## src/logic/mcr_pkg.sv

```systemverilog
package mcr_pkg;
  localparam logic [7:0] MODE_CONTROL_OFFSET = 8'h70;
  localparam logic [7:0] MODE_CONTROL_RESET  = 8'h84;
  localparam int CHOP_MSB      = 5;
  localparam int CHOP_LSB      = 4;
  localparam int PUMP_ON_BIT   = 3;
  localparam int PUMP_OFF_BIT  = 2;
  localparam int REF_OUT_BIT   = 1;
  localparam int EXT_REF_BIT   = 0;
  localparam logic [1:0] RSVD_READ = 2'h2;
  localparam logic [1:0] CHOP_LOW  = 2'h0;
  localparam logic [1:0] CHOP_HIGH = 2'h1;
  localparam logic [1:0] CHOP_FULL = 2'h2;
  localparam logic [1:0] CHOP_HALF = 2'h3;
  localparam logic [7:0] CTRL_OFFSET  = 8'h74;
  localparam logic [7:0] STATUS_OFFSET = 8'h78;
  localparam int CTRL_EXP_LSB  = 0;
  localparam int CTRL_DIR_BIT  = 4;
  localparam int CTRL_OUTV_BIT = 5;
  localparam logic [5:0] CTRL_RESET = 6'h21;
  localparam logic [1:0] RESP_OKAY   = 2'h0;
  localparam logic [1:0] RESP_SLVERR = 2'h2;
endpackage

```

## src/logic/mcr_mode_control.sv

```systemverilog
`timescale 1ns/1ps
// Summary of operation
// - chop field 11 toggles chop every second elementary conversion, 10 every one.
// - chop field 01 holds chop high, 00 holds it low, and the field resets to 00.
// - pump force-on turns the pump on, wins over force-off, and resets to zero.
// - pump force-off turns the pump off unless force-on is set, and resets to one.
// - reference-output enable drives the reference onto pin 0, reset zero.
// - external-reference enable takes the reference from pin 1, reset zero.
// - pin 1 value drives the pin only when its direction is output and ext ref is off.
// - elementary conversions per conversion equal two to the programmed exponent.
module mcr_mode_control
(
  input  wire logic        aclk,
  input  wire logic        aresetn,
  input  wire logic [7:0]  s_axi_awaddr,
  input  wire logic        s_axi_awvalid,
  output logic             s_axi_awready,
  input  wire logic [31:0] s_axi_wdata,
  input  wire logic [3:0]  s_axi_wstrb,
  input  wire logic        s_axi_wvalid,
  output logic             s_axi_wready,
  output logic [1:0]       s_axi_bresp,
  output logic             s_axi_bvalid,
  input  wire logic        s_axi_bready,
  input  wire logic [7:0]  s_axi_araddr,
  input  wire logic        s_axi_arvalid,
  output logic             s_axi_arready,
  output logic [31:0]      s_axi_rdata,
  output logic [1:0]       s_axi_rresp,
  output logic             s_axi_rvalid,
  input  wire logic        s_axi_rready,
  input  wire logic        conv_start,
  input  wire logic        elconv_done,
  output logic             chop_state,
  output logic             pump_on,
  output logic             ref_out_pin0_en,
  output logic             ext_ref_pin1_en,
  output logic             pin1_o,
  output logic             pin1_oe,
  output logic             conv_last
);
  typedef struct packed {
    logic       awready;
    logic       wready;
    logic       aw_held;
    logic       w_held;
    logic [7:0] awaddr;
    logic [31:0] wdata;
    logic       wstrb0;
    logic       bvalid;
    logic [1:0] bresp;
    logic       arready;
    logic       rvalid;
    logic [31:0] rdata;
    logic [1:0] rresp;
    logic [5:0] mode;
    logic [5:0] ctrl;
    logic [7:0] elcnt;
    logic       pump;
    logic       refo;
    logic       extr;
    logic       p1o;
    logic       p1oe;
    logic       last;
  } mcr_state_s;

  mcr_state_s s_q;
  mcr_state_s s_d;
  logic       chop_w;
  logic       chop_q;

  function automatic logic [1:0] mcr_decode(input logic [7:0] addr);
    if (addr == mcr_pkg::MODE_CONTROL_OFFSET)
    begin
      return 2'h1;
    end
    else if (addr == mcr_pkg::CTRL_OFFSET)
    begin
      return 2'h2;
    end
    else if (addr == mcr_pkg::STATUS_OFFSET)
    begin
      return 2'h3;
    end
    return 2'h0;
  endfunction

  logic [7:0] elconv_total;
  assign elconv_total = 8'h01 << s_q.ctrl[2:0];

  always_comb
  begin
    s_d = s_q;
    s_d.awready = 1'b0;
    s_d.wready = 1'b0;
    s_d.arready = 1'b0;
    // write channel: address and data taken in either order
    if (s_axi_awvalid && !s_q.aw_held && !s_q.awready && !s_q.bvalid)
    begin
      s_d.awready = 1'b1;
    end
    if (s_q.awready)
    begin
      s_d.aw_held = 1'b1;
      s_d.awaddr = s_axi_awaddr;
    end
    if (s_axi_wvalid && !s_q.w_held && !s_q.wready && !s_q.bvalid)
    begin
      s_d.wready = 1'b1;
    end
    if (s_q.wready)
    begin
      s_d.w_held = 1'b1;
      s_d.wdata = s_axi_wdata;
      s_d.wstrb0 = s_axi_wstrb[0];
    end
    if (s_q.aw_held && s_q.w_held)
    begin
      s_d.aw_held = 1'b0;
      s_d.w_held = 1'b0;
      s_d.bvalid = 1'b1;
      s_d.bresp = mcr_pkg::RESP_OKAY;
      unique case (mcr_decode(s_q.awaddr))
        2'h1:
        begin
          if (s_q.wstrb0)
          begin
            s_d.mode = s_q.wdata[5:0];
          end
        end
        2'h2:
        begin
          if (s_q.wstrb0)
          begin
            s_d.ctrl = s_q.wdata[5:0];
          end
        end
        2'h3:
        begin
        end
        default: s_d.bresp = mcr_pkg::RESP_SLVERR;
      endcase
    end
    if (s_q.bvalid && s_axi_bready)
    begin
      s_d.bvalid = 1'b0;
    end
    // read channel
    if (s_axi_arvalid && !s_q.arready && !s_q.rvalid)
    begin
      s_d.arready = 1'b1;
      s_d.rvalid = 1'b1;
      s_d.rresp = mcr_pkg::RESP_OKAY;
      s_d.rdata = '0;
      unique case (mcr_decode(s_axi_araddr))
        2'h1: s_d.rdata[7:0] = {mcr_pkg::RSVD_READ, s_q.mode};
        2'h2: s_d.rdata[5:0] = s_q.ctrl;
        2'h3: s_d.rdata[7:0] = {s_q.elcnt};
        default: s_d.rresp = mcr_pkg::RESP_SLVERR;
      endcase
    end
    if (s_q.rvalid && s_axi_rready)
    begin
      s_d.rvalid = 1'b0;
    end
    // conversion pacing
    if (conv_start)
    begin
      s_d.elcnt = '0;
      s_d.last = 1'b0;
    end
    else if (elconv_done)
    begin
      s_d.last = (s_q.elcnt + 8'h01) == elconv_total;
      s_d.elcnt = s_d.last ? 8'h00 : s_q.elcnt + 8'h01;
    end
    else
    begin
      s_d.last = 1'b0;
    end
    // pump: force-on wins; with neither forced, default to on
    s_d.pump = s_q.mode[mcr_pkg::PUMP_ON_BIT] | ~s_q.mode[mcr_pkg::PUMP_OFF_BIT];
    s_d.refo = s_q.mode[mcr_pkg::REF_OUT_BIT];
    s_d.extr = s_q.mode[mcr_pkg::EXT_REF_BIT];
    s_d.p1oe = s_q.ctrl[mcr_pkg::CTRL_DIR_BIT] & ~s_q.mode[mcr_pkg::EXT_REF_BIT];
    s_d.p1o = s_q.ctrl[mcr_pkg::CTRL_OUTV_BIT] & s_d.p1oe;
  end

  always_ff @(posedge aclk)
  begin
    if (!aresetn)
    begin
      s_q <= '0;
      s_q.mode <= mcr_pkg::MODE_CONTROL_RESET[5:0];
      s_q.ctrl <= mcr_pkg::CTRL_RESET;
      chop_q <= 1'b0;
    end
    else
    begin
      s_q <= s_d;
      chop_q <= chop_w;
    end
  end

  mcr_chop_gen u_chop
  (
    .aclk        (aclk),
    .aresetn     (aresetn),
    .elconv_done (elconv_done),
    .conv_start  (conv_start),
    .chop_mode   (s_q.mode[mcr_pkg::CHOP_MSB:mcr_pkg::CHOP_LSB]),
    .chop_state  (chop_w)
  );

  assign s_axi_awready = s_q.awready;
  assign s_axi_wready = s_q.wready;
  assign s_axi_bvalid = s_q.bvalid;
  assign s_axi_bresp = s_q.bresp;
  assign s_axi_arready = s_q.arready;
  assign s_axi_rvalid = s_q.rvalid;
  assign s_axi_rdata = s_q.rdata;
  assign s_axi_rresp = s_q.rresp;
  assign chop_state = chop_q;
  assign pump_on = s_q.pump;
  assign ref_out_pin0_en = s_q.refo;
  assign ext_ref_pin1_en = s_q.extr;
  assign pin1_o = s_q.p1o;
  assign pin1_oe = s_q.p1oe;
  assign conv_last = s_q.last;

  a_pump_on_wins: assert property (@(posedge aclk) disable iff (!aresetn)
    $past(s_q.mode[3]) |-> pump_on) else $error("force-on did not win");
  a_pump_forced_off: assert property (@(posedge aclk) disable iff (!aresetn)
    $past(s_q.mode[3:2]) == 2'h1 |-> !pump_on) else $error("pump not off");
  a_ref_out_follow: assert property (@(posedge aclk) disable iff (!aresetn)
    $past(aresetn) |-> ref_out_pin0_en == $past(s_q.mode[1])) else $error("ref out wrong");
  a_ext_ref_follow: assert property (@(posedge aclk) disable iff (!aresetn)
    $past(aresetn) |-> ext_ref_pin1_en == $past(s_q.mode[0])) else $error("ext ref wrong");
  a_pin1_gated: assert property (@(posedge aclk) disable iff (!aresetn)
    $past(s_q.mode[0]) |-> !pin1_oe && !pin1_o) else $error("pin1 driven with ext ref");
  a_elcnt_bound: assert property (@(posedge aclk) disable iff (!aresetn)
    s_q.elcnt < elconv_total) else $error("elementary count overran");
  a_rsvd_read: assert property (@(posedge aclk) disable iff (!aresetn)
    s_axi_rvalid && s_axi_arready && $past(s_axi_araddr) == mcr_pkg::MODE_CONTROL_OFFSET
    |-> s_axi_rdata[7:6] == 2'h2) else $error("reserved bits misread");
  a_chop_reset_low: assert property (@(posedge aclk)
    !$past(aresetn) |-> !chop_state) else $error("chop not low after reset");
  a_bresp_after_both: assert property (@(posedge aclk) disable iff (!aresetn)
    s_q.aw_held && s_q.w_held |=> s_axi_bvalid) else $error("write response missing");

  // bus handshake checks; a ready held high would take a second item
  a_aw_one_pulse: assert property (@(posedge aclk) disable iff (!aresetn)
    s_axi_awready |=> !s_axi_awready)
    else $error("write address ready held");
  a_w_one_pulse: assert property (@(posedge aclk) disable iff (!aresetn)
    s_axi_wready |=> !s_axi_wready)
    else $error("write data ready held");
  a_bvalid_holds: assert property (@(posedge aclk) disable iff (!aresetn)
    s_axi_bvalid && !s_axi_bready |=> s_axi_bvalid && $stable(s_axi_bresp))
    else $error("write response dropped");
  a_rvalid_holds: assert property (@(posedge aclk) disable iff (!aresetn)
    s_axi_rvalid && !s_axi_rready |=> s_axi_rvalid && $stable(s_axi_rdata))
    else $error("read data dropped");
  a_ar_with_rvalid: assert property (@(posedge aclk) disable iff (!aresetn)
    s_axi_arready |-> s_axi_rvalid)
    else $error("read taken without data");
  a_aw_blocked_resp: assert property (@(posedge aclk) disable iff (!aresetn)
    s_axi_bvalid |-> !s_axi_awready && !s_axi_wready)
    else $error("write taken during response");
  a_ar_blocked_resp: assert property (@(posedge aclk) disable iff (!aresetn)
    $past(s_axi_rvalid) && s_axi_rvalid |-> !s_axi_arready)
    else $error("read taken during response");
  a_ctrl_read: assert property (@(posedge aclk) disable iff (!aresetn)
    s_axi_rvalid && s_axi_arready && $past(s_axi_araddr) == mcr_pkg::CTRL_OFFSET
    |-> s_axi_rdata[31:6] == 26'h0) else $error("ctrl upper bits set");
  a_unmapped_read: assert property (@(posedge aclk) disable iff (!aresetn)
    s_axi_rvalid && s_axi_arready && mcr_decode($past(s_axi_araddr)) == 2'h0
    |-> s_axi_rresp == mcr_pkg::RESP_SLVERR && s_axi_rdata == 32'h0)
    else $error("unmapped read answered");

  // conversion pacing, pin and pump checks
  a_last_needs_done: assert property (@(posedge aclk) disable iff (!aresetn)
    conv_last |-> $past(elconv_done) && !$past(conv_start))
    else $error("end marker without elementary conversion");
  a_elcnt_clear: assert property (@(posedge aclk) disable iff (!aresetn)
    $past(conv_start) |-> s_q.elcnt == 8'h00 && !conv_last)
    else $error("count not cleared at start");
  a_pin1_dir_input: assert property (@(posedge aclk) disable iff (!aresetn)
    !$past(s_q.ctrl[4]) |-> !pin1_oe)
    else $error("pin1 driven while input");
  a_pin1_value: assert property (@(posedge aclk) disable iff (!aresetn)
    pin1_o |-> pin1_oe)
    else $error("pin1 value without enable");
  a_pump_reset_off: assert property (@(posedge aclk)
    $past(!aresetn) |-> !pump_on)
    else $error("pump on after reset");
  a_pump_free_on: assert property (@(posedge aclk) disable iff (!aresetn)
    $past(s_q.mode[3:2]) == 2'h0 |-> pump_on)
    else $error("pump off with no force bit");
  a_refs_reset_off: assert property (@(posedge aclk)
    $past(!aresetn) |-> !ref_out_pin0_en && !ext_ref_pin1_en)
    else $error("reference routing on after reset");
endmodule

```

## src/logic/mcr_chop_gen.sv

```systemverilog
`timescale 1ns/1ps
module mcr_chop_gen
(
  input  wire logic       aclk,
  input  wire logic       aresetn,
  input  wire logic       elconv_done,
  input  wire logic       conv_start,
  input  wire logic [1:0] chop_mode,
  output logic            chop_state
);
  typedef struct packed {
    logic chop;
    logic half;
  } mcr_chop_s;
  mcr_chop_s s_q;
  mcr_chop_s s_d;

  always_comb
  begin
    s_d = s_q;
    if (conv_start)
    begin
      s_d.half = 1'b0;
    end
    unique case (chop_mode)
      mcr_pkg::CHOP_LOW:  s_d.chop = 1'b0;
      mcr_pkg::CHOP_HIGH: s_d.chop = 1'b1;
      mcr_pkg::CHOP_FULL:
      begin
        if (elconv_done)
        begin
          s_d.chop = ~s_q.chop;
        end
      end
      mcr_pkg::CHOP_HALF:
      begin
        if (elconv_done)
        begin
          s_d.half = ~s_q.half;
          if (s_q.half)
          begin
            s_d.chop = ~s_q.chop;
          end
        end
      end
    endcase
  end

  always_ff @(posedge aclk)
  begin
    if (!aresetn)
    begin
      s_q <= '0;
    end
    else
    begin
      s_q <= s_d;
    end
  end

  assign chop_state = s_q.chop;

  a_chop_forced: assert property (@(posedge aclk) disable iff (!aresetn)
    $past(chop_mode) == mcr_pkg::CHOP_HIGH && chop_mode == mcr_pkg::CHOP_HIGH
    |-> chop_state) else $error("chop not held high");
  a_chop_full_toggle: assert property (@(posedge aclk) disable iff (!aresetn)
    chop_mode == mcr_pkg::CHOP_FULL && elconv_done |=> chop_state != $past(chop_state))
    else $error("chop did not toggle per elementary conversion");
endmodule

```

## config.mk

```make
export PLATFORM = sky130hd
export DESIGN_NAME = mcr_mode_control
export DESIGN_NICKNAME = d
export VERILOG_FILES = /design/src/logic/mcr_pkg.sv /design/src/logic/mcr_mode_control.sv /design/src/logic/mcr_chop_gen.sv
export SDC_FILE = /design/constraint.sdc
export NUM_CORES = 1
export LEC_CHECK = 0
export ABC_AREA = 1
export BUFFER_PORTS_ARGS = -buffer_cell sky130_fd_sc_hd__buf_2
export CAP_MARGIN = 20
export CORE_ASPECT_RATIO = 1.75
export CORE_MARGIN = 1
export CORE_UTILIZATION = 50
export DETAILED_ROUTE_END_ITERATION = 6
export PLACE_DENSITY = 0.8
export SKIP_CTS_REPAIR_TIMING = 1
export SYNTH_ARGS = -nofsm -noshare
export SYNTH_HDL_FRONTEND = slang
export SYNTH_SLANG_ARGS = --single-unit
```

## constraint.sdc

```tcl
create_clock -name aclk -period 2 [get_ports aclk]
set_input_delay 0.3 -clock aclk [delete_from_list [all_inputs] [get_ports aclk]]
set_output_delay 0.3 -clock aclk [all_outputs]
set_load 0.005 [all_outputs]
```

; ---- Yosys cells after proc, flatten, opt, wreduce, memory -nomap -nowiden
; Cells that the tools add are included.
[word_totals]
reg_bits = 63
latchBits = 0
mem_bits_rw = 0
rom_bits = 0
input_bits = 61
wordCells = 116
mem_count = 0
[classes]
add_sub_neg = 1
mul = 0
n_div = 0
order_cmp = 0
n_eq_ne = 19
n_shift = 1
mux = 32
bitwise = 9
n_reduce_logical = 29
[ops]
columns = op, count
row1 = "equality test 8 x 7 -> 1 bit, second input constant", 6
row2 = two-way mux 36 bit, 1
row3 = two-way mux 2 bit, 13
row4 = case mux 6 bit (3 select lines), 1
row5 = two-way mux 1 bit, 14
row6 = "equality test 2 bit, second input constant", 6
row7 = logical AND 1 bit, 11
row8 = AND reduction 3 bit, 3
row9 = OR reduction 3 bit, 3
row10 = "adder 8 x 1 -> 8 bit, second input constant", 1
row11 = equality test 8 bit, 1
row12 = two-way mux 8 bit, 1
row13 = OR reduction 2 bit, 4
row14 = "left shift 1 x 3 -> 8 bit, first input constant", 1
row15 = zero test 1 bit, 7
row16 = "equality test 2 x 1 -> 1 bit, second input constant", 3
row17 = NOT 1 bit, 6
row18 = "!= test 2 bit, second input constant", 2
row19 = case mux 1 bit (4 select lines), 1
row20 = case mux 2 bit (2 select lines), 1
row21 = AND 1 bit, 2
row22 = zero test 2 bit, 1
row23 = "!= test 2 x 1 -> 1 bit, second input constant", 1
row24 = OR 1 bit, 1

; ---- Logic depth before layout (Yosys ltp)
; Gate-level depths: netlist of the first run.
[depth]
depth_word = 11
depth_mapped = 12
depth_no_buf = 11

; ---- Modules after synthesis
; A second synthesis of the first run with hierarchy kept.
[unflattened]
hier_cells = 429
area_unflattened_um2 = 3022.9
[by_module_without_submodules]
columns = mod, n_inst, cells_per_inst, area_each_um2
row1 = mcr_mode_control, 1, 407, 2901.5
row2 = mcr_chop_gen, 1, 22, 121.4

; ---- Worst setup path after synthesis of the first run
; Ideal clock, no wire load.
[synth_timing]
path_type = reg-to-reg
from = register s_q[7] (netlist bit)
to = register s_q[10] (netlist bit)
setup_time_ps = 121
arrival_time_ps = 1438
t_required_ps = 1879
slack_ps = 441
path_stages_with_launch = 11
path_buffers = 0
period_less_slack_ps = 1559
cell_sequence = dfxtp_1 ha_1 nand2_1 nor2_2 nand3_1 nand3_1 nand2_1 nor2_1 nand3_2 nand2_1 a21oi_1
[synth_via]
elab_chain_len = 3
[synth_rtl]
columns = element, line
row1 = from (decl), mcr_mode_control.sv:67  ; mcr_state_s s_q;
row2 = adder 8 x 1 -> 8 bit (*), "mcr_mode_control.sv:174, mcr_mode_control.sv:175"
row3 = equality test 8 bit, mcr_mode_control.sv:174  ; s_d.last = (s_q.elcnt + 8'h01) == elconv_total;
row4 = two-way mux 8 bit (*), mcr_mode_control.sv:175  ; s_d.elcnt = s_d.last ? 8'h00 : s_q.elcnt + 8'h01;
; Every way passes the cells marked *; elsewhere a longest branch is shown, timed or not.
; A chain may end at the register's enable or synchronous reset.

; ---- Worst setup path after layout of the first run
[layout_timing]
from = register s_q[6] (netlist bit)
to = register s_q[13] (netlist bit)
; Same word-level chain as after synthesis.

==> summary.md, run 1 <==
| Metric | Value |
|---|---|
| WL final | `6380 µm` |
| Min Tclk post-route | `1780 ps` |
| Vias per cell | `approximately 4.9` |
| Clock Skews | `5.41 ps` |
| Min-Delay Path Class | `input port to flip-flop` |
| Initial Utilization | `51.7%` |
| Setup_tns | `0 ps` |
| Pins Over Slew Limit | `0` |
| Post-synth EDFFs | `0` |
| Distinct cells, synth | `30` |
| CP arrival | `around 2000 ps` |
| Tot GR Track Use | `23.2%` |
| Dominant cell type by area after synthesis | `dfxtp_1` |
| Final nets | `530` |
| Fmax | `0.561 GHz` |
| Crit path required time | `2220 ps` |
| Largest cells by area after synthesis | `dfxtp_1 41%, nand2_1 11%, buf_4 9.2%, a21oi_1 6.8%, inv_1 5.5%` |
| Setup ws final | `218 ps` |
| Max_cap viols | `0` |
| CTS buffer count | `9` |
| Crit-path max FO | `6` |
| Status | `finished clean` |
| Slew headroom | `64.3%` |
| PD cells | `between 700 and 800 nW/µm²` |
| H-tree depth | `3` |
| Root cell of the clock tree | `clkbuf_8` |
| Final hold slack | `136 ps` |
| Mapped Area | `3010 µm²` |
| Slew at the pin closest to its max-slew limit | `roughly 530 ps` |
| Top cell type's share of synthesized area | `approximately two fifths` |
| Register area share after synthesis | `between 40% and 50%` |
| Number of diodes | `0` |
| DRC viols | `0` |
| Largest buffer count on any clock path | `2` |
| Final Cycle Share | `89.1%` |
| Largest net degree at the start of global routing | `36` |
| Worst VDD drop | `0.000446 V` |
| CP Class | `flip-flop to flip-flop` |
| Number of DRC markers in iteration 0 | `110` |
| Final ANT Viol Nets | `0` |
| Die area | `6350 µm²` |
| Total congestion overflow | `0` |
| Layout Utilization | `~57%` |
| First-pass DRT Iterations | `4` |
| Core box area | `5830 µm²` |
| Share of cells above drive strength 1 | `between 10% and 20%` |
| Reg clk slew, reported paths | `70 ps` |
| RSZ-0062 raised after global routing | `false` |
| Setup Viol. Count Final | `0` |
| Tot Pwr | `approximately 2.5 mW` |
| Yosys Warn Count | `0` |
| Routed via count | `2695` |
| Initial antenna violation count | `0` |
| Final hold violation count | `0` |
| DP Worst Slack | `229 ps` |
| Top FF cell, synth | `dfxtp_1` |
| Fill cell count | `592` |
| Syn_area_per_cell | `7.11 µm²` |
| Placer Congestion | `0.914` |
| Leakage power | `1.54 nW` |
| I/O pin total | `109` |
| Chip Height | `105 µm` |
| Async SR Flop Fraction | `0%` |
| Number of global-route vias before repair | `between 2000 and 3000` |
| Startpoint types | `flip-flop` |
| Synthesized instance count | `424` |
| DR WL/cell | `about 12 µm` |
| CTS tree | `built` |
| Row cnt | `37` |
| Hpwl dp | `4850 µm` |
| Sink Count | `between 60 and 70` |
| Most numerous cell in the Yosys netlist | `nand2_1` |
| Area growth, synth to finish | `11.2%` |
| Die width | `60.7 µm` |
| Commonest cells in the synthesized netlist | `92 x nand2_1, 61 x dfxtp_1, 44 x inv_1, 41 x a21oi_1` |
| #FFs+latches synth | `61` |
| PortBufs | `53` |
| Critical path endpoint category | `flip-flop` |
| Clock latency on the worst-skew pair | `between 300 and 400 ps` |
| Global-route wire length before repair | `11000 µm` |
-- critical path: stages, from the launching register on --
cell	delay, ps
dfxtp_1	370
ha_2	250
nand2_1	90
nor2_2	180
nand3_1	110
nand3_1	100
nand2_1	50
nor2_1	160
nand3_2	200
nand2_1	110
a21oi_1	60
-- through the flow --
| stage | instances | cell area [µm²] |
|---|---|---|
| after floorplan | 449 | 3110 |
| final | 550 | 3350 |
| after global placement | 535 | 3170 |
| after global routing | 550 | 3350 |
| after CTS | 550 | 3350 |
| after detailed placement | 535 | 3170 |
-- sequential cells by signal, indices dropped and copies added (netlist names) --
name               flops
s_axi_awready          1
s_axi_arready          1
s_q                   35
u_chop.chop_state      1
ext_ref_pin1_en        1
chop_state             1
u_chop.s_q             1
pin1_oe                1
s_axi_bresp            1
pump_on                1
s_d                    2
s_axi_rresp            1
pin1_o                 1
s_axi_rvalid           1
ref_out_pin0_en        1
conv_last              1
s_axi_bvalid           1
s_axi_rdata            8
s_axi_wready           1
-- cell type report --
type	instances	area, µm²	area share [%]
clock inverter	3	21.3	0.635
sequential	61	1220	36.4
inverter	47	176	5.27
tap	78	97.6	2.91
timing repair buffer	58	303	9.04
clock buffer	12	155	4.63
multi-input combinational	291	1380	41.1
-- layout by cell type, fill, tap and decap left out --
cell	n
xor2_1	2
buf_4	5
inv_1	44
a31oi_1	1
buf_2	53
nor3_1	8
o211ai_1	3
inv_2	2
and2_1	1
clkinvlp_4	1
nand2_2	1
nor4_4	3
nand2_1	92
clkbuf_1	1
dfxtp_1	61
a211oi_1	3
or2_2	2
o21bai_1	1
or2_4	1
o21ai_0	30
nor2_2	2
ha_2	1
nand3_1	29
clkinv_1	1
clkinv_2	1
nand4_1	4
nand3_2	1
a21oi_1	41
xnor2_1	2
clkbuf_8	11
conb_1	26
nor2_1	37
clkinv_4	1
-- worst paths after layout --
path	endpoint	from	slack [ps]	depth (start not counted)
setup / recovery	s_q[13]$_SDFFE_PP0P_	s_q[6]$_SDFFE_PP0P_	220	10
hold / removal	s_axi_rvalid$_SDFFE_PP0P_	s_axi_rready	140	2
hold reg to reg	ref_out_pin0_en$_SDFF_PN0_	s_d[4]$_SDFFE_PN0P_	440	2
setup reg to reg	s_q[13]$_SDFFE_PP0P_	s_q[6]$_SDFFE_PP0P_	220	10
-- where the power goes --
| group | leakage [nW] | total, mW | switching, mW | internal [mW] |
|---|---|---|---|---|
| registers | 0.496 | 1.28 | 0.0262 | 1.26 |
| logic | 0.957 | 0.198 | 0.122 | 0.0755 |
| clock network | 0.0884 | 0.985 | 0.475 | 0.510 |
-- metal layers --
layer / track usage, % / routed length [µm]
met2: 39.2 / 3390
met4: 13.1 / 272
met1: 24.9 / 2420
met3: 6.19 / 298
met5: 0 / 0
-- cells by family (layout without fill, tap and decap cells) --
family	count (synthesis)	count (layout)	share of synthesized area, %
adder cells (fa/ha/maj)	1	1	0.415
flip-flops	61	61	40.5
XOR/XNOR	4	4	1.16
other	1	26	0.124
AND/OR/NAND/NOR	181	181	27.0
AO/OA/AOI/OAI	79	79	13.7
buffers and inverters	97	120	17.0
No activity file was read; power rests on OpenSTA's default activity.
==> run 2: changes to the inputs <==
--- a/config.mk
+++ b/config.mk
@@ -8,11 +8,14 @@
 export ABC_AREA = 1
 export BUFFER_PORTS_ARGS = -buffer_cell sky130_fd_sc_hd__buf_2
 export CAP_MARGIN = 20
+export CELL_PAD_IN_SITES_DETAIL_PLACEMENT = 1
+export CELL_PAD_IN_SITES_GLOBAL_PLACEMENT = 2
 export CORE_ASPECT_RATIO = 1.75
 export CORE_MARGIN = 1
-export CORE_UTILIZATION = 50
+export CORE_UTILIZATION = 26
 export DETAILED_ROUTE_END_ITERATION = 6
-export PLACE_DENSITY = 0.8
+export HOLD_SLACK_MARGIN = 0.02
+export PLACE_DENSITY_LB_ADDON = 0.1
 export SKIP_CTS_REPAIR_TIMING = 1
 export SYNTH_ARGS = -nofsm -noshare
 export SYNTH_HDL_FRONTEND = slang
==> summary.md, run 2 (synthesized netlist as in run 1, its figures left out) <==
| Metric | Value |
|---|---|
| Status | `finished clean` |
| Number of global-route vias before repair | `roughly 2800` |
| Top sig layer | `met4` |
| Crit path required time | `2200 ps` |
| Final hold violation count | `0` |
| Startpoint types | `flip-flop` |
| Core box area | `11200 µm²` |
| Setup_tns | `0 ps` |
| Slew headroom | `66.6%` |
| Number of diodes | `0` |
| WL final | `8560 µm` |
| R2R setup slack | `260 ps` |
| CP Class | `flip-flop to flip-flop` |
| Chip Height | `around 140 µm` |
| Global-route wire length before repair | `13800 µm` |
| CP arrival | `1930 ps` |
| Met3 Wirelength | `255 µm` |
| Die area | `approximately 12000 µm²` |
| First-pass DRT Iterations | `4` |
| Top cell family by delay on the critical path | `simple AND/OR/NAND/NOR gates` |
| Worst Hold Endpoint | `s_axi_bvalid$_SDFFE_PP0P_` |
| Critical path endpoint category | `flip-flop` |
| CTS buffer count | `9` |
| Worst path cell trace | `ha_1, nand2_1, nor2_2, nand3_1, nand3_1, nand2_1, nor2_1, buf_4, nand3_2, nand2_1, a21oi_1` |
| Row cnt | `51` |
| Crit-path max FO | `6` |
| Worst reg2reg path endpoint | `s_q[8]$_SDFFE_PP0P_` |
| Routed via count | `2748` |
| Clock latency on the worst-skew pair | `320 ps` |
| Worst setup path startpoint | `s_q[6]$_SDFFE_PP0P_` |
| Setup Viol. Count Final | `0` |
| Min-Delay Path Class | `input port to flip-flop` |
| Pins Over Slew Limit | `0` |
| Reg clk slew, reported paths | `~50 ps` |
| M1 WL | `3040 µm` |
| R2r startpoint | `s_q[6]$_SDFFE_PP0P_` |
| Hpwl dp | `6880 µm` |
| Leakage power | `roughly 1.7 nW` |
| Root cell of the clock tree | `clkbuf_16` |
| Worst Path Buf+Inv | `1` |
| Initial Utilization | `a little over a quarter` |
| Slowest cell delay on critical path | `~340 ps` |
| PortBufs | `53` |
| CTS tree | `built` |
| Largest net degree at the start of global routing | `36` |
| HP Start | `s_axi_bready` |
| DR WL/cell | `between 10 and 15 µm` |
| Largest buffer count on any clock path | `2` |
| Initial antenna violation count | `0` |
| Worst path slowest cell | `dfxtp_1` |
| Sink Count | `61` |
| PD cells | `849 nW/µm²` |
| Number of DRC markers in iteration 0 | `43` |
| DRC viols | `0` |
| H-tree depth | `3` |
| Final nets | `541` |
| Slew at the pin closest to its max-slew limit | `500 ps` |
| Tot Pwr | `3.09 mW` |
| Tot GR Track Use | `~15%` |
| Die width | `about 83 µm` |
| Commonest non-fill, non-tap cell in the layout | `nand2_1` |
| Most used cell, CP | `nand2_1` |
| Clock Skews | `5.41 ps` |
| Hold path depth | `2` |
| Min Tclk post-route | `1740 ps` |
| Total congestion overflow | `0` |
| Fmax | `around 0.58 GHz` |
| Share of cells above drive strength 1 | `20.0%` |
| Placer Congestion | `between 0.7 and 0.8` |
| Met2 WL | `5050 µm` |
| Most flops, register | `s_q` |
| Most frequent cells in the layout | `92 x nand2_1, 61 x dfxtp_1, 53 x buf_2, 44 x inv_1, 41 x a21oi_1` |
| Final Cycle Share | `86.8%` |
| Max_cap viols | `0` |
| FF-to-FF path depth | `11` |
| Worst VDD drop | `0.000488 V` |
| Max reg flops | `35` |
| Area growth, synth to finish | `20.8%` |
| I/O pin total | `~110` |
| RSZ-0062 raised after global routing | `false` |
| Vias per cell | `roughly 4.5` |
| Final ANT Viol Nets | `0` |
## run 2: report_power, final
| group | internal (mW) | leakage (nW) | switching [mW] |
|---|---|---|---|
| registers | 1.26 | 0.496 | 0.0272 |
| logic | 0.0757 | 1.01 | 0.129 |
| clock network | 1.06 | 0.152 | 0.538 |
## run 2: final cells by class
cell class / instances / area, µm²
Inverter: 47 / 176
Clock inverter: 3 / 42.5
Fill cell: 1435 / 7590
Clock buffer: 13 / 270
Multi-Input combinational cell: 291 / 1380
Tap cell: 132 / 165
Sequential cell: 61 / 1220
Timing Repair Buffer: 69 / 385
## run 2: per-stage QoR
| stage | setup slack, ps | area [µm²] | utilization [%] | instances | hold slack [ps] |
|---|---|---|---|---|---|
| after global routing | 16.3 | 3640 | 32.4 | 616 | 154 |
| after CTS | 155 | 3630 | 32.4 | 616 | 141 |
| final | 264 | 3640 | 32.4 | 616 | 160 |
| after floorplan | 441 | 3110 | - | 449 | 399 |
| after detailed placement | 170 | 3320 | 29.6 | 600 | 443 |
| after global placement | 195 | 3320 | 29.6 | 600 | 440 |
## run 2: how the worst max path moves through the flow
stage / endpoint / slack [ps] / cells after the start
final: s_q[8]$_SDFFE_PP0P_ / 260 / 11
after global routing: s_q[9]$_SDFFE_PP0P_ / 20 / 11
after CTS: s_q[9]$_SDFFE_PP0P_ / 160 / 10
after detailed placement: s_q[8]$_SDFFE_PP0P_ / 170 / 10
after global placement: s_q[8]$_SDFFE_PP0P_ / 200 / 10
after floorplan: s_q[10]$_SDFFE_PP0P_ / 440 / 10
## run 2: routing by layer
| layer | global-route usage (%) | up-vias |
|---|---|---|
| met2 | 30.7 | 49 |
| li1 | - | 1410 |
| met1 | 14.2 | 1277 |
| met3 | 3.20 | 12 |
| met5 | 0 | - |
| met4 | 7.35 | 0 |
